## config.mk

```make
export PLATFORM = sky130hd
export DESIGN_NAME = odp_diag_page
export DESIGN_NICKNAME = d
export VERILOG_FILES = /design/src/odp_pkg.sv /design/src/odp_diag_page.sv
export VERILOG_INCLUDE_DIRS = /design/src
export SDC_FILE = /design/constraint.sdc
export NUM_CORES = 2
export LEC_CHECK = 0
export BUFFER_PORTS_ARGS = -buffer_cell sky130_fd_sc_hd__buf_4
export CORE_ASPECT_RATIO = 0.75
export CORE_MARGIN = 1.5
export CORE_UTILIZATION = 41
export DETAILED_ROUTE_END_ITERATION = 12
export GPL_TIMING_DRIVEN = 1
export SYNTH_ARGS = -nofsm -noshare
export SYNTH_HDL_FRONTEND = slang
export SYNTH_SLANG_ARGS = --single-unit
```

## constraint.sdc

```tcl
create_clock -name core_clk -period 7.8 [get_ports core_clk]
set_input_delay 1.17 -clock core_clk [delete_from_list [all_inputs] [get_ports core_clk]]
set_output_delay 1.17 -clock core_clk [all_outputs]
set_load 0.03 [all_outputs]
```

## src/odp_defs.svh

```systemverilog
`ifndef ODP_DEFS_SVH
`define ODP_DEFS_SVH

// Device select: the diagnostic page answers at two-wire address A2h (7-bit form).
`define ODP_DIAG_DEV_ADDR 7'h51

// Byte offsets within the diagnostic page.
`define ODP_THR_LAST 8'h27
`define ODP_CAL_FIRST 8'h38
`define ODP_CAL_LAST 8'h5E
`define ODP_CKSUM_ADDR 8'h5F
`define ODP_MEAS_FIRST 8'h60
`define ODP_MEAS_LAST 8'h69
`define ODP_STAT_ADDR 8'h6E
`define ODP_ALM_ADDR 8'h70
`define ODP_ALM_RX_ADDR 8'h71
`define ODP_WRN_ADDR 8'h74
`define ODP_WRN_RX_ADDR 8'h75

// Bit positions of the status/control byte.
`define ODP_ST_TXOFF_BIT 7
`define ODP_ST_SOFT_BIT 6
`define ODP_ST_FAULT_BIT 2
`define ODP_ST_LOS_BIT 1
`define ODP_ST_NRDY_BIT 0

// Sizes of the stored areas.
`define ODP_THR_BYTES 40
`define ODP_N_MEAS 5
`define ODP_THR_STRIDE 8
`define ODP_THR_LWA 2
`define ODP_THR_HWR 4
`define ODP_THR_LWR 6
`define ODP_RX_MEAS 4

// Reset and default values.
`define ODP_CAL_DEFAULT 8'h00
`define ODP_CKSUM_RST 8'h00
`define ODP_ZERO_BYTE 8'h00
`define ODP_ZERO_WORD 16'h0000

// Soft command response time and clock period.
`define ODP_SOFT_RESP_MS 100
`define ODP_NS_PER_MS 1000000
`define ODP_CLK_PERIOD_NS 40
`define ODP_RESP_CNT_W 22

`endif

```

## src/odp_pkg.sv

```systemverilog
package odp_pkg;
  typedef logic [7:0] odp_byte_type;
  typedef logic [15:0] odp_word_type;
  typedef logic [7:0] odp_addr_type;
endpackage

```

## src/odp_diag_page.sv

```systemverilog
`timescale 1ns/10ps
`include "odp_defs.svh"

// How it works
// RQ1: Page answers only at the second device address, A2h, not the identification one.
// RQ2: Temperature stored as signed 16-bit value, 1/256 degree per count.
// RQ3: Supply stored as unsigned 16-bit value, 100 microvolts per count.
// RQ4: Laser bias stored as unsigned 16-bit value, 2 microamps per count.
// RQ5: Transmit power stored as unsigned 16-bit value, 0.1 microwatt per count.
// RQ6: Receive power stored as unsigned 16-bit value, 0.1 microwatt per count.
// RQ7: Calibration bytes 56 to 94 read fixed default values.
// RQ8: Byte 95 holds checksum of bytes 0 to 94, read-only to the host.
// RQ9: Status bit 7 reads the live transmit-off pin level.
// RQ10: Status bit 6 is a host soft transmit-off bit that keeps its value.
// RQ11: Transmitter is disabled when soft bit or transmit-off pin is set.
// RQ12: Status bit 2 reads the transmit-fault output level.
// RQ13: Status bit 1 reads the receive-signal-lost output level.
// RQ14: Status bit 0 reads 1 until measurements are valid, then 0.
// RQ15: Soft commands reach the outputs within 100 ms.
// RQ16: Byte 112 holds high/low alarm flags for temperature, supply, bias, transmit power.
// RQ17: Byte 113 bits 7 and 6 hold receive power alarms; rest reserved.
// RQ18: Byte 116 mirrors byte 112 against warning thresholds.
// RQ19: Byte 117 bits 7 and 6 hold receive power warnings; rest reserved.
// RQ20: Measurements sit MSB first at bytes 96, 98, 100, 102, 104.
// RQ21: Thresholds sit MSB first at bytes 0 to 39, high then low.
// RQ22: Flags recompute on each measurement update; host writes to them are ignored.
// RQ23: Status bits 3 to 5 read zero and ignore writes.
module odp_diag_page #(
  parameter int SOFT_RESP_CYC = `ODP_SOFT_RESP_MS * `ODP_NS_PER_MS / `ODP_CLK_PERIOD_NS
) (
  input wire logic core_clk,
  input wire logic sys_rst,
  input wire logic [6:0] dev_sel_addr,
  input wire logic [7:0] byte_addr,
  input wire logic rd_en,
  input wire logic wr_en,
  input wire logic [7:0] wr_data,
  input wire logic prog_en,
  input wire logic meas_valid,
  input wire logic [15:0] meas_temp,
  input wire logic [15:0] meas_vcc,
  input wire logic [15:0] meas_bias,
  input wire logic [15:0] meas_txpwr,
  input wire logic [15:0] meas_rxpwr,
  input wire logic tx_off_pin,
  input wire logic tx_fault_in,
  input wire logic receive_signal_lost_pin_in,
  output logic [7:0] rd_data_ff,
  output logic rd_valid_ff,
  output logic tx_disable_out_ff,
  output logic tx_fault_pin_ff,
  output logic receive_signal_lost_pin_ff
);

  odp_pkg::odp_byte_type thr_ff [`ODP_THR_BYTES];
  odp_pkg::odp_byte_type nxt_thr [`ODP_THR_BYTES];
  odp_pkg::odp_word_type meas_ff [`ODP_N_MEAS];
  odp_pkg::odp_word_type nxt_meas [`ODP_N_MEAS];
  odp_pkg::odp_byte_type alm_ff, nxt_alm, alm_rx_ff, nxt_alm_rx;
  odp_pkg::odp_byte_type wrn_ff, nxt_wrn, wrn_rx_ff, nxt_wrn_rx;
  odp_pkg::odp_byte_type cksum_ff, nxt_cksum, nxt_rd_data, status_byte;
  logic soft_off_ff, nxt_soft_off, not_ready_ff, nxt_not_ready;
  logic off_meta_ff, off_sync_ff;
  logic nxt_rd_valid, nxt_tx_disable, dev_hit;
  logic [`ODP_RESP_CNT_W-1:0] resp_cnt_ff, nxt_resp_cnt;

  // Only the diagnostic device address selects this page.
  assign dev_hit = (dev_sel_addr == `ODP_DIAG_DEV_ADDR); // see RQ1

  // Assembles the status/control byte; reserved bits stay zero.
  always_comb begin
    status_byte = `ODP_ZERO_BYTE; // see RQ23
    status_byte[`ODP_ST_TXOFF_BIT] = off_sync_ff; // see RQ9
    status_byte[`ODP_ST_SOFT_BIT] = soft_off_ff; // see RQ10
    status_byte[`ODP_ST_FAULT_BIT] = tx_fault_pin_ff; // see RQ12
    status_byte[`ODP_ST_LOS_BIT] = receive_signal_lost_pin_ff; // see RQ13
    status_byte[`ODP_ST_NRDY_BIT] = not_ready_ff; // see RQ14
  end

  // Greater-than compare, signed for temperature and unsigned otherwise.
  function automatic logic odp_gt(input logic [15:0] a, input logic [15:0] b,
                                  input logic is_signed);
    odp_gt = is_signed ? ($signed(a) > $signed(b)) : (a > b);
  endfunction

  // Computes the next stored state: thresholds, measurements, flags, soft bit.
  always_comb begin
    logic [15:0] hi_a, lo_a, hi_w, lo_w;
    logic sg;
    int bh;
    hi_a = `ODP_ZERO_WORD;
    lo_a = `ODP_ZERO_WORD;
    hi_w = `ODP_ZERO_WORD;
    lo_w = `ODP_ZERO_WORD;
    sg = 1'b0;
    bh = 0;
    nxt_thr = thr_ff;
    nxt_meas = meas_ff;
    nxt_alm = alm_ff;
    nxt_alm_rx = alm_rx_ff;
    nxt_wrn = wrn_ff;
    nxt_wrn_rx = wrn_rx_ff;
    nxt_soft_off = soft_off_ff;
    nxt_not_ready = not_ready_ff;
    // Thresholds are factory-programmed only, while prog_en is high.
    if (wr_en && dev_hit && prog_en && byte_addr <= `ODP_THR_LAST) begin
      nxt_thr[byte_addr[5:0]] = wr_data; // see RQ21
    end
    // Only the soft bit of the status byte is host-writable.
    if (wr_en && dev_hit && byte_addr == `ODP_STAT_ADDR) begin
      nxt_soft_off = wr_data[`ODP_ST_SOFT_BIT]; // see RQ10
    end
    if (meas_valid) begin // see RQ22
      nxt_meas[0] = meas_temp; // see RQ2
      nxt_meas[1] = meas_vcc; // see RQ3
      nxt_meas[2] = meas_bias; // see RQ4
      nxt_meas[3] = meas_txpwr; // see RQ5
      nxt_meas[4] = meas_rxpwr; // see RQ6
      nxt_not_ready = 1'b0; // see RQ14
      nxt_alm_rx = `ODP_ZERO_BYTE; // see RQ17
      nxt_wrn_rx = `ODP_ZERO_BYTE; // see RQ19
      for (int q = 0; q < `ODP_N_MEAS; q++) begin
        hi_a = {thr_ff[q*`ODP_THR_STRIDE], thr_ff[q*`ODP_THR_STRIDE+1]};
        lo_a = {thr_ff[q*`ODP_THR_STRIDE+`ODP_THR_LWA], thr_ff[q*`ODP_THR_STRIDE+`ODP_THR_LWA+1]};
        hi_w = {thr_ff[q*`ODP_THR_STRIDE+`ODP_THR_HWR], thr_ff[q*`ODP_THR_STRIDE+`ODP_THR_HWR+1]};
        lo_w = {thr_ff[q*`ODP_THR_STRIDE+`ODP_THR_LWR], thr_ff[q*`ODP_THR_STRIDE+`ODP_THR_LWR+1]};
        sg = (q == 0);
        if (q == `ODP_RX_MEAS) begin
          nxt_alm_rx[7] = odp_gt(nxt_meas[q], hi_a, sg); // see RQ17
          nxt_alm_rx[6] = odp_gt(lo_a, nxt_meas[q], sg); // see RQ17
          nxt_wrn_rx[7] = odp_gt(nxt_meas[q], hi_w, sg); // see RQ19
          nxt_wrn_rx[6] = odp_gt(lo_w, nxt_meas[q], sg); // see RQ19
        end else begin
          bh = 7 - 2 * q;
          nxt_alm[bh] = odp_gt(nxt_meas[q], hi_a, sg); // see RQ16
          nxt_alm[bh-1] = odp_gt(lo_a, nxt_meas[q], sg); // see RQ16
          nxt_wrn[bh] = odp_gt(nxt_meas[q], hi_w, sg); // see RQ18
          nxt_wrn[bh-1] = odp_gt(lo_w, nxt_meas[q], sg); // see RQ18
        end
      end
    end
  end

  // Keeps byte 95 equal to the sum of bytes 0 to 94, defaults included.
  always_comb begin
    nxt_cksum = `ODP_ZERO_BYTE;
    for (int i = 0; i < `ODP_THR_BYTES; i++) begin
      nxt_cksum = nxt_cksum + thr_ff[i]; // see RQ8
    end
    for (int i = `ODP_CAL_FIRST; i <= `ODP_CAL_LAST; i++) begin
      nxt_cksum = nxt_cksum + `ODP_CAL_DEFAULT; // see RQ8
    end
  end

  // Read data multiplexer; unmapped and reserved bytes read zero.
  always_comb begin
    logic [7:0] mo;
    mo = byte_addr - `ODP_MEAS_FIRST;
    nxt_rd_valid = rd_en && dev_hit; // see RQ1
    nxt_rd_data = `ODP_ZERO_BYTE;
    if (byte_addr <= `ODP_THR_LAST) begin
      nxt_rd_data = thr_ff[byte_addr[5:0]]; // see RQ21
    end else if (byte_addr >= `ODP_CAL_FIRST && byte_addr <= `ODP_CAL_LAST) begin
      nxt_rd_data = `ODP_CAL_DEFAULT; // see RQ7
    end else if (byte_addr == `ODP_CKSUM_ADDR) begin
      nxt_rd_data = cksum_ff; // see RQ8
    end else if (byte_addr >= `ODP_MEAS_FIRST && byte_addr <= `ODP_MEAS_LAST) begin
      nxt_rd_data = mo[0] ? meas_ff[mo[3:1]][7:0] : meas_ff[mo[3:1]][15:8]; // see RQ20
    end else if (byte_addr == `ODP_STAT_ADDR) begin
      nxt_rd_data = status_byte;
    end else if (byte_addr == `ODP_ALM_ADDR) begin
      nxt_rd_data = alm_ff; // see RQ16
    end else if (byte_addr == `ODP_ALM_RX_ADDR) begin
      nxt_rd_data = alm_rx_ff; // see RQ17
    end else if (byte_addr == `ODP_WRN_ADDR) begin
      nxt_rd_data = wrn_ff; // see RQ18
    end else if (byte_addr == `ODP_WRN_RX_ADDR) begin
      nxt_rd_data = wrn_rx_ff; // see RQ19
    end
  end

  // Transmitter disable and the counter that times a pending soft command.
  always_comb begin
    nxt_tx_disable = soft_off_ff | off_sync_ff; // see RQ11
    nxt_resp_cnt = `ODP_RESP_CNT_W'(0);
    if (tx_disable_out_ff != nxt_tx_disable) begin
      nxt_resp_cnt = resp_cnt_ff + `ODP_RESP_CNT_W'(1); // see RQ15
    end
  end

  // Registers all state; the transmit-off pin passes two flip-flops first.
  always_ff @(posedge core_clk) begin
    if (sys_rst) begin
      thr_ff <= '{default: `ODP_ZERO_BYTE};
      meas_ff <= '{default: `ODP_ZERO_WORD};
      alm_ff <= `ODP_ZERO_BYTE;
      alm_rx_ff <= `ODP_ZERO_BYTE;
      wrn_ff <= `ODP_ZERO_BYTE;
      wrn_rx_ff <= `ODP_ZERO_BYTE;
      cksum_ff <= `ODP_CKSUM_RST;
      soft_off_ff <= 1'b0;
      not_ready_ff <= 1'b1;
      off_meta_ff <= 1'b0;
      off_sync_ff <= 1'b0;
      rd_data_ff <= `ODP_ZERO_BYTE;
      rd_valid_ff <= 1'b0;
      tx_disable_out_ff <= 1'b0;
      tx_fault_pin_ff <= 1'b0;
      receive_signal_lost_pin_ff <= 1'b0;
      resp_cnt_ff <= `ODP_RESP_CNT_W'(0);
    end else begin
      thr_ff <= nxt_thr;
      meas_ff <= nxt_meas;
      alm_ff <= nxt_alm;
      alm_rx_ff <= nxt_alm_rx;
      wrn_ff <= nxt_wrn;
      wrn_rx_ff <= nxt_wrn_rx;
      cksum_ff <= nxt_cksum;
      soft_off_ff <= nxt_soft_off;
      not_ready_ff <= nxt_not_ready;
      off_meta_ff <= tx_off_pin;
      off_sync_ff <= off_meta_ff;
      rd_data_ff <= nxt_rd_data;
      rd_valid_ff <= nxt_rd_valid;
      tx_disable_out_ff <= nxt_tx_disable;
      tx_fault_pin_ff <= tx_fault_in; // see RQ12
      receive_signal_lost_pin_ff <= receive_signal_lost_pin_in; // see RQ13
      resp_cnt_ff <= nxt_resp_cnt;
    end
  end
endmodule

```

* Word level (Yosys, flattened, before mapping)
Index checks and enable logic that the tools add are counted.
Storage, ports and cells: latch bits 0, register bits after elaboration 444, bits in writable memories 0, output and inout port bits 12, memories kept 0, memory bits (read-only) 0
Cells by class: multipliers 0, equality and inequality tests 7, bitwise operators 3, order comparisons 28, reduce and logical (&&, ||, !) cells 8, mux-type cells 19, shift operators 0, div/mod/pow operators 0, add/sub/neg operators 40
Operators by type and width (count):
- bitwise mux 320 bit | 1
- greater-than comparator 16 bit | 20
- adder 8 bit | 39
- 2-to-1 mux 8 bit | 13
- binary-select mux 16 bit (select 3 bit) | 1
- binary-select mux 8 bit (select 6 bit) | 1
- demux 8 bit (select 6 bit) | 1
- equality test 8 x 7 -> 1 bit, second input constant | 6
- 2-to-1 mux 16 bit | 2
- <= comparator 8 x 7 -> 1 bit, second input constant | 2
- >= comparator 8 x 6 -> 1 bit, second input constant | 1
- >= comparator 8 x 7 -> 1 bit, second input constant | 1
- <= comparator 8 x 6 -> 1 bit, second input constant | 1
- logical AND 1 bit | 8
- equality test 7 bit, second input constant | 1
- >= comparator 7 bit, second input constant | 1
- less-than comparator 7 x 1 -> 1 bit, second input constant | 1
- inverter 6 -> 7 bit | 1
- >= comparator 4 bit, second input constant | 1
- inverter 3 -> 4 bit | 1
- subtractor 4 x 1 -> 4 bit, second input constant | 1
- bitwise OR 1 bit | 1

* Depth between registers and ports, before layout
word-level depth 39, gate-level depth with buffers 23, gate-level depth less buffers 23

* Least setup slack after synthesis
OpenSTA, ideal clock, no wires.
path kind register -> register, start point register thr_ff[3] (netlist name), end point register cksum_ff[7], stages on the path, launching flop included 21, data required time 7.672 ns, slack 1.755 ns, arrival time 5.918 ns, setup time 0.128 ns, cell sequence dfxtp_1 > inv_1 > fa_1 > inv_1 > fa_1 > fa_1 > fa_1 > fa_1 > fa_1 > fa_1 > inv_1 > fa_1 > inv_1 > ha_1 > a21o_1 > a21oi_1 > o21bai_1 > a21oi_1 > xnor2_1 > xnor2_1 > nor2_1
Between the ends: longest elaborated chain between the ends 1
Ends and longest elaborated chain:
- start: declaration | RTL line odp_diag_page.sv:55 | odp_pkg::odp_byte_type thr_ff [`ODP_THR_BYTES];
- start signal: assignment | RTL line odp_diag_page.sv:212 | thr_ff <= nxt_thr;
- adder 8 bit | RTL line odp_diag_page.sv:148 | nxt_cksum = nxt_cksum + thr_ff[i];
- end signal: assignment | RTL line odp_diag_page.sv:200 | cksum_ff <= `ODP_CKSUM_RST;
- end signal: assignment | RTL line odp_diag_page.sv:218 | cksum_ff <= nxt_cksum;
- end: declaration | RTL line odp_diag_page.sv:61 | odp_pkg::odp_byte_type cksum_ff, nxt_cksum, nxt_rd_data, status_byte;
Every way passes these cells. A chain may end at the register's enable or synchronous reset.

* Final worst setup path
Same ends and word-level chain as after synthesis.

==> impl_summary.log <==
INFO  metric numPortBuffers = 123
INFO  metric cts.root.buffer_cell = sky130_fd_sc_hd__clkbuf_16
INFO  metric worst_ir_drop_vdd = 0.0001734 V
INFO  metric rr_endpoint = cksum_ff[7]$_SDFF_PP0_
INFO  metric multi_input_comb_area = 22,210 um^2
INFO  metric antenna_violations_before_repair = 8
INFO  metric post-route-drc-count = 0
INFO  metric ant_nets = 0
INFO  metric cts_tree = built
INFO  metric worst_clock_skew = 0.02120 ns
INFO  metric worst-r2r-setup-slack = 1.25 ns
INFO  metric run_status = finished, final reports clean
INFO  metric grt_start_max_net_pins = 107
INFO  metric layout_worst_path_cycle_share = 83.93%
INFO  metric synthCells = 3,776
INFO  metric seq_area = 8889 um^2
INFO  metric postCtsHoldBufs = 0
INFO  metric power_per_cell_area = 144.1 nW/um^2
INFO  metric max-clock-path-buffers = 3
INFO  metric std_cell_rows = 91
INFO  metric first_iter_violations = 3,673
INFO  metric crit_type = flop to flop
INFO  metric critPathLaunchType = flop
INFO  metric cellLeakagePower = 15.72 nW
INFO  metric maxClockFrequency = 152.7 MHz
INFO  metric timing.final.setup_violations = 0
INFO  metric cts_sinks = 444
INFO  metric initial_utilization = 41.31%
INFO  metric core_region_area = 81,980 um^2
INFO  metric drt_first_pass_iters = 5
INFO  metric area_delta_synth_final = 10.07%
INFO  metric worst_pin_slew = 1.085 ns
INFO  metric dieHeight = 251.9 um
INFO  metric whs = 0.4548 ns
INFO  metric die_width = 334.9 um
INFO  metric synth_cell_type_count = 61
INFO  metric cts_buffers = 49
INFO  metric timing.max_slew.rel_slack = 27.00%
INFO  metric yosys_warnings = 0
INFO  metric syn_avg_cell_area = 8.968 um^2
INFO  metric postCtsResizedCells = 0
INFO  metric cts_setup_buffers = 0
INFO  metric cts_htree_levels = 2
INFO  metric setup_ws = 1.253 ns
INFO  metric final_cell_mix = sky130_fd_sc_hd__inv_1, sky130_fd_sc_hd__dfxtp_1, sky130_fd_sc_hd__nand2_1
INFO  metric synth-async-reset-ratio = 0%
INFO  metric tns = 0 ns
INFO  metric area_of_the_mapped_netlist = 33,860 um^2
INFO  metric skew_pair_late_insertion_delay = 0.63 ns
INFO  metric grt_remaining_overflow = 0
INFO  metric worst_ep_required_time = 8.28 ns
INFO  metric drv_slew = 0
INFO  metric drive_above_1_share = 9.809%
INFO  metric r2r.worst_path.cells = 20
INFO  metric preCtsSetupSlack = 1.303 ns
INFO  metric timing.critical_path.to = cksum_ff[7]$_SDFF_PP0_
INFO  metric layout_commonest_cell = sky130_fd_sc_hd__inv_1
INFO  metric grt_pass1_vias = 27,020
INFO  metric cp-startpoint = thr_ff[3]$_SDFFE_PP0P_
INFO  metric grt_pass1_wl = 190,800 um
INFO  metric place.gp.congestion = 1.007
INFO  metric cp.arrival = 7.03 ns
INFO  metric routed_wire_length = 132,400 um
INFO  metric yosysSeqAreaShare = 26.25%
INFO  metric critical_path.reg2reg.startpoint = thr_ff[3]$_SDFFE_PP0P_
INFO  metric worstSetupEndpointType = flop
INFO  metric critPathMaxFanout = 4
INFO  metric hpwl = 100,000 um
INFO  metric nNetsFinal = 4,476
INFO  metric die_area = 84,350 um^2
INFO  metric ios = 124
INFO  metric grt_setup_unrepaired = false
INFO  metric final_hold_viol_count = 0
INFO  metric drt-vias-per-instance = 5.917
INFO  metric via_count = 28,950
INFO  metric worst_min_delay_path_class = flop to flop
INFO  metric yosys_register_bits = 444
INFO  metric maxCapViolCount = 0
INFO  metric post-route-min-period = 6.547 ns
INFO  metric wirelength_per_cell = 27.06 um
INFO  metric finalPower = 5.372 mW
INFO  metric synthFlopType = sky130_fd_sc_hd__dfxtp_1
INFO  metric fillers = 7,985
INFO  metric clk_pin_slew = 0.07 ns
INFO  metric number_of_enable_flip_flop_cells_after_synthesis = 0
INFO  metric syn-num-nets = 4,467
INFO  metric total_grt_usage = 31.24%
synth_stat cells (all sizes together), types with 4 or more instances:
master,number,share of area (%)
a2111oi,5,0.13
a211oi,16,0.35
a21o,66,1.5
a21oi,360,5.3
a221o,13,0.38
a221oi,4,0.10
a22oi,8,0.18
a31o,10,0.26
a31oi,12,0.22
a32o,8,0.24
a41oi,5,0.13
and3,7,0.13
buf,34,0.60
clkbuf,163,1.8
dfxtp,444,26
fa,231,14
ha,348,13
inv,539,6.0
mux2i,130,3.8
mux4,113,7.5
nand2,400,4.4
nand2b,11,0.20
nand3,302,4.5
nand4,54,1.0
nor2,192,2.1
nor2b,38,0.70
nor3,17,0.31
nor4,9,0.17
o211ai,10,0.22
o21a,41,0.91
o21ai,60,0.89
o21bai,4,0.089
or4,6,0.13
xnor2,71,1.8
xor2,10,0.26
layer usage:
metal | vias up | track usage, % | routed length, um | share of wire [%]
met5 | - | 0 | 45 | 0.034
met4 | 8 | 8.597 | 3710 | 2.8
met3 | 204 | 11.98 | 18580 | 14
met2 | 1630 | 41.84 | 51510 | 39
met1 | 14270 | 45.97 | 58580 | 44
li1 | 12840 | - | - | -
area by class of cell:
cell class | count | area share (%)
antenna | 1 | 0.006713
clock buffer | 67 | 3.854
clock inverter | 22 | 0.4565
inverter | 540 | 5.438
multi-input combinational | 2595 | 59.58
sequential | 444 | 23.85
tap | 1069 | 3.588
timing repair buffer | 155 | 3.229
kinds of logic (layout without fill, tap and decap cells):
family | after synthesis | after routing | synth area share [%]
buffers and inverters | 737 | 784 | 8.394
other | 0 | 1 | 0
flip-flops | 444 | 444 | 26.25
adder cells (fa/ha/maj) | 579 | 579 | 26.51
AND/OR/NAND/NOR | 1053 | 1053 | 14.04
AO/OA/AOI/OAI | 637 | 637 | 11.28
XOR/XNOR | 81 | 81 | 2.095
multiplexers | 245 | 245 | 11.42
through the flow:
step / cell area, um^2 / cells / utilization (%)
finish: 37270 / 4893 / 45.47
global route: 37270 / 4892 / 45.47
CTS: 37270 / 4892 / 45.47
detailed placement: 35670 / 4803 / 43.51
global placement: 35670 / 4803 / 43.51
floorplan: 33870 / 3776 / -
power by group:
| group | switching (mW) | internal, mW |
|---|---|---|
| logic | 0.405 | 0.201 |
| registers | 0.0345 | 2.30 |
| clock network | 1.08 | 1.35 |
flip-flops by register name, summed over array words and instances, names as in the netlist, 2 cells and up:
| register | flops |
|---|---|
| wrn_ff | 8 |
| alm_rx_ff | 2 |
| rd_data_ff | 8 |
| alm_ff | 8 |
| meas_ff | 80 |
| wrn_rx_ff | 2 |
| thr_ff | 320 |
| cksum_ff | 8 |
worst min path at each step:
stage | startpoint | to | slack [ns] | depth (start not counted)
floorplan | off_meta_ff$_SDFF_PP0_ | off_sync_ff$_SDFF_PP0_ | 0.41 | 1
global placement | not_ready_ff$_SDFFE_PP1P_ | not_ready_ff$_SDFFE_PP1P_ | 0.45 | 1
detailed placement | off_meta_ff$_SDFF_PP0_ | off_sync_ff$_SDFF_PP0_ | 0.44 | 1
CTS | off_meta_ff$_SDFF_PP0_ | off_sync_ff$_SDFF_PP0_ | 0.46 | 1
global route | off_meta_ff$_SDFF_PP0_ | off_sync_ff$_SDFF_PP0_ | 0.48 | 1
finish | off_meta_ff$_SDFF_PP0_ | off_sync_ff$_SDFF_PP0_ | 0.45 | 1
worst max-delay path: stages (launching register included):
cell and delay, ns:
sky130_fd_sc_hd__dfxtp_1 0.38, sky130_fd_sc_hd__inv_1 0.08, sky130_fd_sc_hd__fa_1 0.56, sky130_fd_sc_hd__inv_1 0.06, sky130_fd_sc_hd__fa_1 0.55, sky130_fd_sc_hd__fa_1 0.55, sky130_fd_sc_hd__fa_1 0.55, sky130_fd_sc_hd__fa_1 0.57
sky130_fd_sc_hd__fa_1 0.53, sky130_fd_sc_hd__fa_1 0.55, sky130_fd_sc_hd__inv_1 0.06, sky130_fd_sc_hd__fa_1 0.60, sky130_fd_sc_hd__inv_1 0.06, sky130_fd_sc_hd__ha_1 0.29, sky130_fd_sc_hd__a21o_1 0.18, sky130_fd_sc_hd__a21oi_1 0.22
sky130_fd_sc_hd__o21bai_1 0.09, sky130_fd_sc_hd__a21oi_1 0.18, sky130_fd_sc_hd__xnor2_1 0.15, sky130_fd_sc_hd__xnor2_1 0.13, sky130_fd_sc_hd__nor2_1 0.07
(Power assumes the default switching activity.)
